<file path="config.mk">
export PLATFORM = sky130hd
export DESIGN_NAME = data_eeprom_write_controller
export DESIGN_NICKNAME = d
export VERILOG_FILES = /design/src/logic/nv_data_pkg.sv /design/src/logic/data_eeprom_write_controller.sv /design/src/logic/nv_write_timer.sv
export SDC_FILE = /design/constraint.sdc
export NUM_CORES = 2
export LEC_CHECK = 0
export BUFFER_PORTS_ARGS = -buffer_cell sky130_fd_sc_hd__buf_2
export CAP_MARGIN = 10
export CORE_AREA = 2 2 457 459
export DETAILED_ROUTE_END_ITERATION = 10
export DIE_AREA = 0 0 459 461
export PLACE_DENSITY = 0.62
export SYNTH_ARGS = -nofsm -noshare
export SYNTH_HDL_FRONTEND = slang
export SYNTH_SLANG_ARGS = --single-unit
</file>
<file path="constraint.sdc">
create_clock -name i_core_clk -period 27 [get_ports i_core_clk]
set_input_delay 2.7 -clock i_core_clk [delete_from_list [all_inputs] [get_ports i_core_clk]]
set_output_delay 2.7 -clock i_core_clk [all_outputs]
set_load 0.1 [all_outputs]
</file>
<file path="src/logic/nv_data_pkg.sv">
`default_nettype none
package nv_data_pkg;

  // Control register location in the data space
  localparam logic [15:0] CTL_ADDR = 16'hff90;
  localparam logic [7:0] CTL_RESET = 8'h00;

  // Control register field positions
  localparam int BIT_WEN = 0;
  localparam int BIT_BUSY = 1;
  localparam int BIT_STOP = 2;
  localparam int BIT_TSEL_LO = 4;
  localparam int BIT_TSEL_HI = 5;
  // Bits that software may change; 7, 6, 3 and busy stay fixed
  localparam logic [7:0] CTL_WMASK = 8'h35;

  // Array size and default window in data space
  localparam int NV_DEPTH = 256;
  localparam logic [15:0] NV_BASE = 16'hf800;

  // Write times in main clock periods
  localparam int WT_SHORT_CYC = (1 << 14) + (1 << 10);
  localparam int WT_LONG_CYC = (1 << 15) + (1 << 11);
  localparam int WT_CNT_W = 16;

  // Write-time select codes
  localparam logic [1:0] TSEL_SHORT = 2'h0;
  localparam logic [1:0] TSEL_LONG = 2'h1;

  // One CPU access, as the core presents it
  typedef struct packed {
    logic rd;
    logic wr;
    logic bit_op;
    logic [2:0] bit_idx;
    logic bit_val;
    logic [15:0] addr;
    logic [7:0] wdata;
  } cpu_req_t;

  typedef enum logic [1:0] {
    ST_IDLE = 2'b01,
    ST_PROG = 2'b10
  } prog_state_t;

endpackage
`default_nettype wire

</file>
<file path="src/logic/data_eeprom_write_controller.sv">
// Summary of operation
// RL1: The block holds a 256 by 8-bit nonvolatile array mapped in data space.
// RL2: The CPU reads and writes the array with plain byte loads and stores.
// RL3: Programming runs in the background so other accesses proceed.
// RL4: Each completed write pulses the write-done interrupt request.
// RL5: The busy state reads back at bit 1 of the control register.
// RL6: The control register takes bit and byte writes and resets to zero.
// RL7: Bits 7,6,3 read zero, 5:4 time select, 2 stop, 1 busy, 0 enable.
// RL8: Select 00 gives 2^14+2^10 periods and 01 gives 2^15+2^11 periods.
// RL9: Stop control zero means operating and one stops the array.
// RL10: Busy is one while writing with array access barred, else zero.
// RL11: With write enable clear, stores to the array are ignored.
// RL12: Clearing write enable during a write aborts it at once.
// RL13: A store arriving while busy is dropped and the write carries on.
// RL14: An accepted store latches address and data, sets busy and times out.
// RL15: Writes to fixed-zero bits and to busy have no effect.
`timescale 1ns/1ps
`default_nettype none

module data_eeprom_write_controller
  import nv_data_pkg::*;
#(
  parameter logic [15:0] BASE = NV_BASE,
  parameter int DEPTH = NV_DEPTH,
  parameter int SHORT_CYC = WT_SHORT_CYC,
  parameter int LONG_CYC = WT_LONG_CYC
) (
  // Clock and reset
  input wire logic i_core_clk,
  input wire logic i_nrst,
  // CPU data access
  input wire cpu_req_t i_req,
  output logic [7:0] o_rdata,
  output logic o_hit,
  // Status and events
  output logic o_write_busy_flag,
  output logic o_array_stopped,
  output logic o_write_done_irq
);

  typedef struct packed {
    logic [7:0] ctl;
    logic [7:0] rdata;
    logic hit;
    logic [7:0] wr_addr;
    logic [7:0] wr_data;
    prog_state_t st;
  } ctl_state_t;

  ctl_state_t q, d;
  logic [7:0] mem [DEPTH];
  logic done;
  logic start;
  logic abort;
  // Address decode
  logic ctl_sel;
  logic arr_sel;
  logic [7:0] arr_idx;
  // Qualified accesses
  logic ctl_wr;
  logic ctl_rd;
  logic arr_wr;
  logic arr_rd;
  // Array gating
  logic arr_open;
  logic wr_ok;
  logic kill;
  // Data paths
  logic [7:0] ctl_new;
  logic [7:0] arr_q;
  logic [7:0] rd_data;
  logic mem_wr;
  logic [7:0] mem_wdata;

  assign ctl_sel = (i_req.addr == CTL_ADDR);
  assign arr_sel = (i_req.addr >= BASE) &&
                   ({16'h0000, i_req.addr} < {16'h0000, BASE} + 32'(DEPTH));
  assign arr_idx = 8'(i_req.addr - BASE);

  assign ctl_wr = i_req.wr && ctl_sel;
  assign ctl_rd = i_req.rd && ctl_sel;
  assign arr_wr = i_req.wr && arr_sel;
  assign arr_rd = i_req.rd && arr_sel;

  // The array answers only while idle and not stopped
  assign arr_open = (q.st == ST_IDLE) && !q.ctl[BIT_STOP]; // RL10 RL9
  // A store starts programming only with write enable set as well
  assign wr_ok = arr_wr && arr_open && q.ctl[BIT_WEN]; // RL11
  // Write enable dropped by a control write, bit or byte form
  assign kill = ctl_wr && !ctl_new[BIT_WEN]; // RL12
  // Combinational array read keeps the read answer at one cycle
  assign arr_q = mem[arr_idx];

  // Read return path; refused and unmapped reads answer zero
  always_comb begin
    rd_data = 8'h00;
    case (1'b1)
      ctl_rd: begin
        rd_data = q.ctl; // RL5
      end
      arr_rd: begin
        if (arr_open) begin
          rd_data = arr_q; // RL2
        end
      end
      default: begin
        rd_data = 8'h00;
      end
    endcase
  end

  // Bit and byte forms of the control write merge through one mask
  always_comb begin
    ctl_new = q.ctl;
    if (i_req.bit_op) begin
      ctl_new[i_req.bit_idx] = i_req.bit_val; // RL6
    end else begin
      ctl_new = i_req.wdata;
    end
    ctl_new = (ctl_new & CTL_WMASK) | (q.ctl & ~CTL_WMASK); // RL15 RL7
  end

  always_comb begin
    d = q;
    start = 1'b0;
    abort = 1'b0;
    d.hit = ctl_rd || arr_rd; // RL2
    d.rdata = rd_data;
    if (ctl_wr) begin
      d.ctl = ctl_new; // RL6
    end
    case (q.st)
      ST_IDLE: begin
        if (wr_ok) begin
          start = 1'b1;
          d.wr_addr = arr_idx; // RL14
          d.wr_data = i_req.wdata;
          d.ctl[BIT_BUSY] = 1'b1;
          d.st = ST_PROG;
        end
      end
      // Stores are not looked at here, so a busy store is dropped
      ST_PROG: begin // RL13
        // Completion wins a same-cycle abort; the byte is written on that same edge
        if (done) begin
          d.ctl[BIT_BUSY] = 1'b0; // RL14
          d.st = ST_IDLE;
        end else if (kill) begin
          abort = 1'b1; // RL12
          d.ctl[BIT_BUSY] = 1'b0;
          d.st = ST_IDLE;
        end
      end
      default: begin
        d.st = ST_IDLE;
      end
    endcase
  end

  // Array write events
  always_comb begin
    mem_wr = 1'b0;
    mem_wdata = q.wr_data;
    if (q.st == ST_PROG && done) begin
      mem_wr = 1'b1; // RL1
    end else if (abort) begin
      mem_wr = 1'b1;
      // An aborted byte is left holding garbage: inverted data
      mem_wdata = ~q.wr_data; // RL12
    end
  end

  // No reset on the array: its contents must survive a reset
  always_ff @(posedge i_core_clk) begin
    if (mem_wr) begin
      mem[q.wr_addr] <= mem_wdata;
    end
  end

  always_ff @(posedge i_core_clk or negedge i_nrst) begin
    if (!i_nrst) begin
      q <= '0;
      q.ctl <= CTL_RESET; // RL6
      q.st <= ST_IDLE;
    end else begin
      q <= d;
    end
  end

  // Select is taken at the start; later changes do not stretch a write
  nv_write_timer #(
    .SHORT_CYC(SHORT_CYC),
    .LONG_CYC(LONG_CYC)
  ) u_timer (
    .i_core_clk(i_core_clk),
    .i_nrst(i_nrst),
    .i_start(start),
    .i_abort(abort),
    .i_tsel(q.ctl[BIT_TSEL_HI:BIT_TSEL_LO]), // RL8
    .o_done(done)
  );

  assign o_rdata = q.rdata;
  assign o_hit = q.hit;
  assign o_write_busy_flag = q.ctl[BIT_BUSY]; // RL3
  assign o_array_stopped = q.ctl[BIT_STOP];
  // Gated by state so no stray pulse can follow an abort
  assign o_write_done_irq = done && (q.st == ST_PROG); // RL4

endmodule

`default_nettype wire

</file>
<file path="src/logic/nv_write_timer.sv">
`timescale 1ns/1ps
`default_nettype none

module nv_write_timer
  import nv_data_pkg::*;
#(
  parameter int SHORT_CYC = WT_SHORT_CYC,
  parameter int LONG_CYC = WT_LONG_CYC
) (
  // Clock and reset
  input wire logic i_core_clk,
  input wire logic i_nrst,
  // Control
  input wire logic i_start,
  input wire logic i_abort,
  input wire logic [1:0] i_tsel,
  // Status
  output logic o_done
);

  typedef struct packed {
    logic [WT_CNT_W-1:0] cnt;
    logic run;
    logic done;
  } tmr_t;

  tmr_t q, d;

  always_comb begin
    d = q;
    d.done = 1'b0;
    if (i_start) begin
      d.run = 1'b1;
      // Load count minus one so the pulse lands on the last period
      if (i_tsel == TSEL_LONG) begin
        d.cnt = WT_CNT_W'(LONG_CYC - 1);
      end else begin
        d.cnt = WT_CNT_W'(SHORT_CYC - 1);
      end
    end else if (i_abort) begin
      d.run = 1'b0;
    end else if (q.run) begin
      if (q.cnt == '0) begin
        d.run = 1'b0;
        d.done = 1'b1;
      end else begin
        d.cnt = q.cnt - WT_CNT_W'(1);
      end
    end
  end

  always_ff @(posedge i_core_clk or negedge i_nrst) begin
    if (!i_nrst) begin
      q <= '0;
    end else begin
      q <= d;
    end
  end

  assign o_done = q.done;

endmodule

`default_nettype wire

</file>
* Yosys cells after proc, flatten, opt, wreduce, memory -nomap -nowiden
Memory sizes are Yosys's and may differ from the RTL's.
Index checks and enable logic that the tools add are counted.
** Cells by class
- Multiplexer cells :: 36
- Reductions and logical operators :: 19
- $add $sub $neg :: 2
- Magnitude comparators :: 4
- Bitwise operators :: 2
- Equal/unequal tests :: 8
** Operators by type and width (count)
- $mux W16 :: 3
- $mux W8 :: 5
- $mux W18 :: 1
- $mux W17 :: 1
- $eq A16 B16 Y1 const B :: 1
- $ge A16 B16 Y1 const B :: 1
- $logic_not A16 Y1 :: 1
- $lt A16 B16 Y1 const B :: 1
- $mux W1 :: 16
- $sub A16 B1 Y16 const B :: 1
- $logic_and A1 B1 Y1 :: 11
- $mux W2 :: 5
- $bwmux W8 :: 1
- $not A8 Y8 :: 1
- $or A6 B8 Y8 :: 1
- $sub A8 B1 Y8 const B :: 1
- $mux W6 :: 1
- $ne A2 B2 Y1 const B :: 3
- $eq A2 B1 Y1 const B :: 2
- $lt A3 B4 Y1 const B :: 1
- $pmux W2 S2 :: 1
- $reduce_and A2 Y1 :: 2
- $demux W1 S3 :: 1
- $ge A3 B1 Y1 const B :: 1
- 7 further kinds :: 8
** Storage, ports and cells
- Memory bits (writable) :: 2048
- Bits of input ports :: 33
- Memories :: 1
- Output and inout bits :: 12
- Word-level logic and storage cells :: 82
- Bits in registers :: 53
** Memories
- mem :: words 256, width 8, rd ports 1, clocked after Yosys merged registers in 0, write ports 1, line data_eeprom_write_controller.sv:51 : logic [7:0] mem [DEPTH];

* Logic depth before layout (Yosys ltp)
- Word-level depth :: 16
- Mapped depth :: 13
- Depth with buffers taken out :: 8

* By module
A second synthesis with hierarchy kept.
** Unflattened totals
- Cells, all modules :: 3874
- Area total of the unflattened synthesis :: 82087.5 µm²
** By module, submodules not included
- data_eeprom_write_controller :: area an instance 80998.9 µm², cells each 3765, sequential area each 62301.0 µm², times used 1
- nv_write_timer :: area an instance 1088.5 µm², cells each 109, sequential area each 450.4 µm², times used 1

* Worst setup path before layout
OpenSTA, ideal clock, no wires.
- Path kind :: input-to-reg
- From :: input port i_req[14] (netlist name)
- To :: memory mem[0][0] (data pin)
- Stages :: 6
- Setup slack :: 14.736 ns
- Data required time :: 25.475 ns
- Arrival :: 10.739 ns
- Path buffers :: 2
- Library setup time :: 1.525 ns
- Cell sequence :: clkbuf_1 or3b_1 nor4_2 nor4b_4 buf_2 xor2_1
** Between the ends
- Word-level cells in the longest chain between the ends :: 8
** Ends and longest elaborated chain
- start: declaration :: line data_eeprom_write_controller.sv:32 : input wire cpu_req_t i_req,
- $eq A16 B16 Y1 :: line data_eeprom_write_controller.sv:75 : assign ctl_sel = (i_req.addr == CTL_ADDR);
- $logic_and A1 B1 Y1 :: line data_eeprom_write_controller.sv:80 : assign ctl_wr = i_req.wr && ctl_sel;
- $logic_and A1 B1 Y1 :: line data_eeprom_write_controller.sv:90 : assign kill = ctl_wr && !ctl_new[BIT_WEN];
- $mux W1 :: line data_eeprom_write_controller.sv:148 : end else if (kill) begin
- $mux W1 :: line data_eeprom_write_controller.sv:145 : if (done) begin
- $mux W1 :: line data_eeprom_write_controller.sv:132 : case (q.st)
- $mux W8 :: line data_eeprom_write_controller.sv:166 : end else if (abort) begin
- $mux W8 :: line data_eeprom_write_controller.sv:164 : if (q.st == ST_PROG && done) begin
- net mem_wdata[0] :: line data_eeprom_write_controller.sv:73 : logic [7:0] mem_wdata;
- end: declaration :: line data_eeprom_write_controller.sv:51
The timed path passes the listed nets, and every way through them passes these cells.

==> results.yml <==
run_status:
  status: "complete, no violations"
synthesis:
  async_reset_ff_share_pct: 2.383
  synth_xor_area_share_pct: 0.1919
  synthAdderAreaFrac_pct: 0.06091
  synth_top_family_by_area: "multiplexers"
  seq_area_frac_synth_pct: 76.37
  synthCells: 3936
  ys_types: 69
  synth.area.top_cells: "edfxtp_1, mux4_2, dfrtp_1"
  synth_warnings: 0
  synth_seq_cells: 2098
  syn_area_sq_um: 82160
  synth.largest_area_cell: "edfxtp_1"
  synth_compound_gate_area_share_pct: 2.066
  synth_edf_count: 2048
  ys.flop_type: "edfxtp_1"
  synth-simple-area-share_pct: 3.612
  syn_avg_cell_area_sq_um: 20.87
  synthMuxAreaShare_pct: 16.04
  syn-num-nets: 3973
  synth_top_area_share_pct: 74.85
die:
  initial_core_util_pct: 39.80
  die_h_um: 461
  die_w_um: 459
  placementRows: 167
  die_area_sq_um: 211600
  io_pins: 45
  core_area_sq_um: 206400
cts:
  clock-sinks: 2098
  insertion_delay_ns: 0.86
  htree_levels: 4
  path_clk_slew_ns: 0.06
  cts_root_buf: "clkbuf_16"
  cts_hold_buf: 0
  cts_buffers: 206
  cts-resized-gates: 0
  cts_buffer_depth: 3
  post_cts_buffers: 0
  cts_tree: "built"
setup_path:
  cp_top_family: "buffers and inverters"
  cp-end-kind: "flop"
  crit_slowest_cell: "buf_4"
  worstPathCellList: "buf_8 > buf_4 > buf_4 > buf_4 > buf_4 > buf_4 > buf_4 > mux4_2 > a22oi_1 > a21oi_1 > o21ai_0 > nand4_1 > a32o_1"
  startpoint_type: "input port"
  arrival_ns: 9.52
  cp.required_ns: 27.74
  critPathKind: "in2reg"
  path_buf_inv: 7
  rrSetupSlack_ns: 22.07
  critical_path.max_fanout: 42
  worst_path_most_repeated_cell: "buf_4"
  max_stage_delay_ns: 0.77
sta:
  period_share_pct: 32.50
  worst_pin_slew_ns: 1.366
  slew_headroom_pct: 6.560
  slew_viol_final: 0
  whs_ns: 0.5156
  finalHoldViolCount: 0
  layout_setup_ws_ns: 18.23
  final.setup.tns_ns: 0
  setup_viol: 0
  fin_worst_skew_ns: 0.04882
  finalCriticalPeriod_ns: 8.774
  fmax_ghz: 0.1140
  rsz0062_at_grt: "false"
global_routing:
  overflow: 0
  grt_pass1_vias: 40962
  antenna_found_initial: 12
  groute.usage.overall_pct: 20.86
  grt_pass1_wl_mm: 314.4
  grt_max_degree: 233
power:
  total_power_mw: 6.496
  ir_worst_vdd_mv: 0.05799
  power_density_nw_per_um2: 70.58
  leakage_nw: 33.84
final_layout:
  area_delta_synth_final_pct: 12.03
  final_cells: 6927
  final_area_sq_um: 92040
  finalNetCount: 4085
  utilization_pct: 44.59
  drive_above_1_share_pct: 23.74
placed_design:
  placed_area_sq_um: 85430
  post-dp-hpwl_mm: 131.1
  post-place-ws_ns: 17.19
  place_inst: 6544
  place.port_buffers: 44
  gp_congestion: 0.8755
hold_path:
  hold_class: "reg2reg"
detailed_routing:
  drt-initial-drc-count: 5795
  dr.pass1.iters: 8
  vias_per_cell: 5.949
  drtAntennaViolNets: 0
  wl_mm: 221.0
  wl_per_cell_um: 31.91
  drcViolationCount: 0
  vias: 41209
flow_run:
  drv_cap: 0
## Yosys cell counts (all sizes together) (8+ instances only)
master	instances
and3	8
mux2	19
buf	148
a2111oi	8
clkbuf	81
mux4	530
edfxtp	2048
nor3	21
a21oi	43
o22ai	40
nand2	198
mux2i	103
a31oi	14
dfrtp	49
nor2	316
inv	11
a22oi	26
nor2b	18
nand4	12
o221ai	26
o21ai	35
xor2	13
nand2b	17
nand3	42
## routing by layer
metal,global-route usage (%),up-vias,wire [um]
met5,0,-,13
met4,6.528,2,6884
met3,4.478,364,20460
met2,32.89,2134,105100
met1,29.13,22228,88620
li1,-,16481,-
## cell families (layout without fill, tap and decap cells)
family	Yosys count	after routing
compound gates	248	248
xor+xnor	18	18
flops	2098	2098
fa+ha+maj	4	4
buf+inv	241	522
other cells	0	6
simple gates	675	675
mux	652	652
## worst paths after layout
kind                                        endpoint                      start  depth (start not counted)
min                        u_timer.q[16]$_DFFE_PN0P_  u_timer.q[16]$_DFFE_PN0P_                          1
min reg2reg                u_timer.q[16]$_DFFE_PN0P_  u_timer.q[16]$_DFFE_PN0P_                          1
max in group asynchronous          q[14]$_DFFE_PN0P_                     i_nrst                          2
max reg2reg                    mem[216][7]$_DFFE_PP_           q[0]$_DFFE_PN1P_                          8
min in group asynchronous           q[6]$_DFFE_PN0P_                     i_nrst                          1
max                             o_rdata[5]$_DFF_PN0_                   i_req[8]                         13
## cell usage in the layout (no fill, tap or decap), drive strengths merged, types with 35 or more instances in the layout
master,n
edfxtp,2048
mux4,530
nor2,316
clkbuf,252
nand2,198
buf,133
mux2i,103
clkinv,94
dfrtp,49
a21oi,43
nand3,42
o22ai,40
o21ai,35
## worst register-to-register path: stages, from the launching register on
cell      delay (ns)
dfstp_2         0.38
inv_1           0.05
ha_1            0.16
nand2b_1        0.12
nor4b_4         0.27
buf_4           0.42
or2_1           0.78
nand3_2         1.22
nor2_1          1.14
## power breakdown
part,switching (mW),total [mW],internal (mW)
Clock,1.26,2.82,1.56
Combinational,0.111,0.160,0.0496
Sequential,0.0000455,3.52,3.52
Total,1.37,6.50,5.13
## sequential cells by signal, summed over array words and instances (netlist names)
name,cells
mem,2048
q,21
u_timer.q,17
o_rdata,8
o_array_stopped,1
o_hit,1
o_write_busy_flag,1
u_timer.o_done,1
## area by class of cell
class	instances	area [sq um]
Antenna cell	6	15.01
Clock buffer	252	5369
Clock inverter	125	1234
Fill cell	17277	114400
Inverter	12	50.05
Multi-Input combinational cell	1597	18230
Sequential cell	2098	62750
Tap cell	2704	3383
Timing Repair Buffer	133	1008
Power figures use the tool's default switching activity.
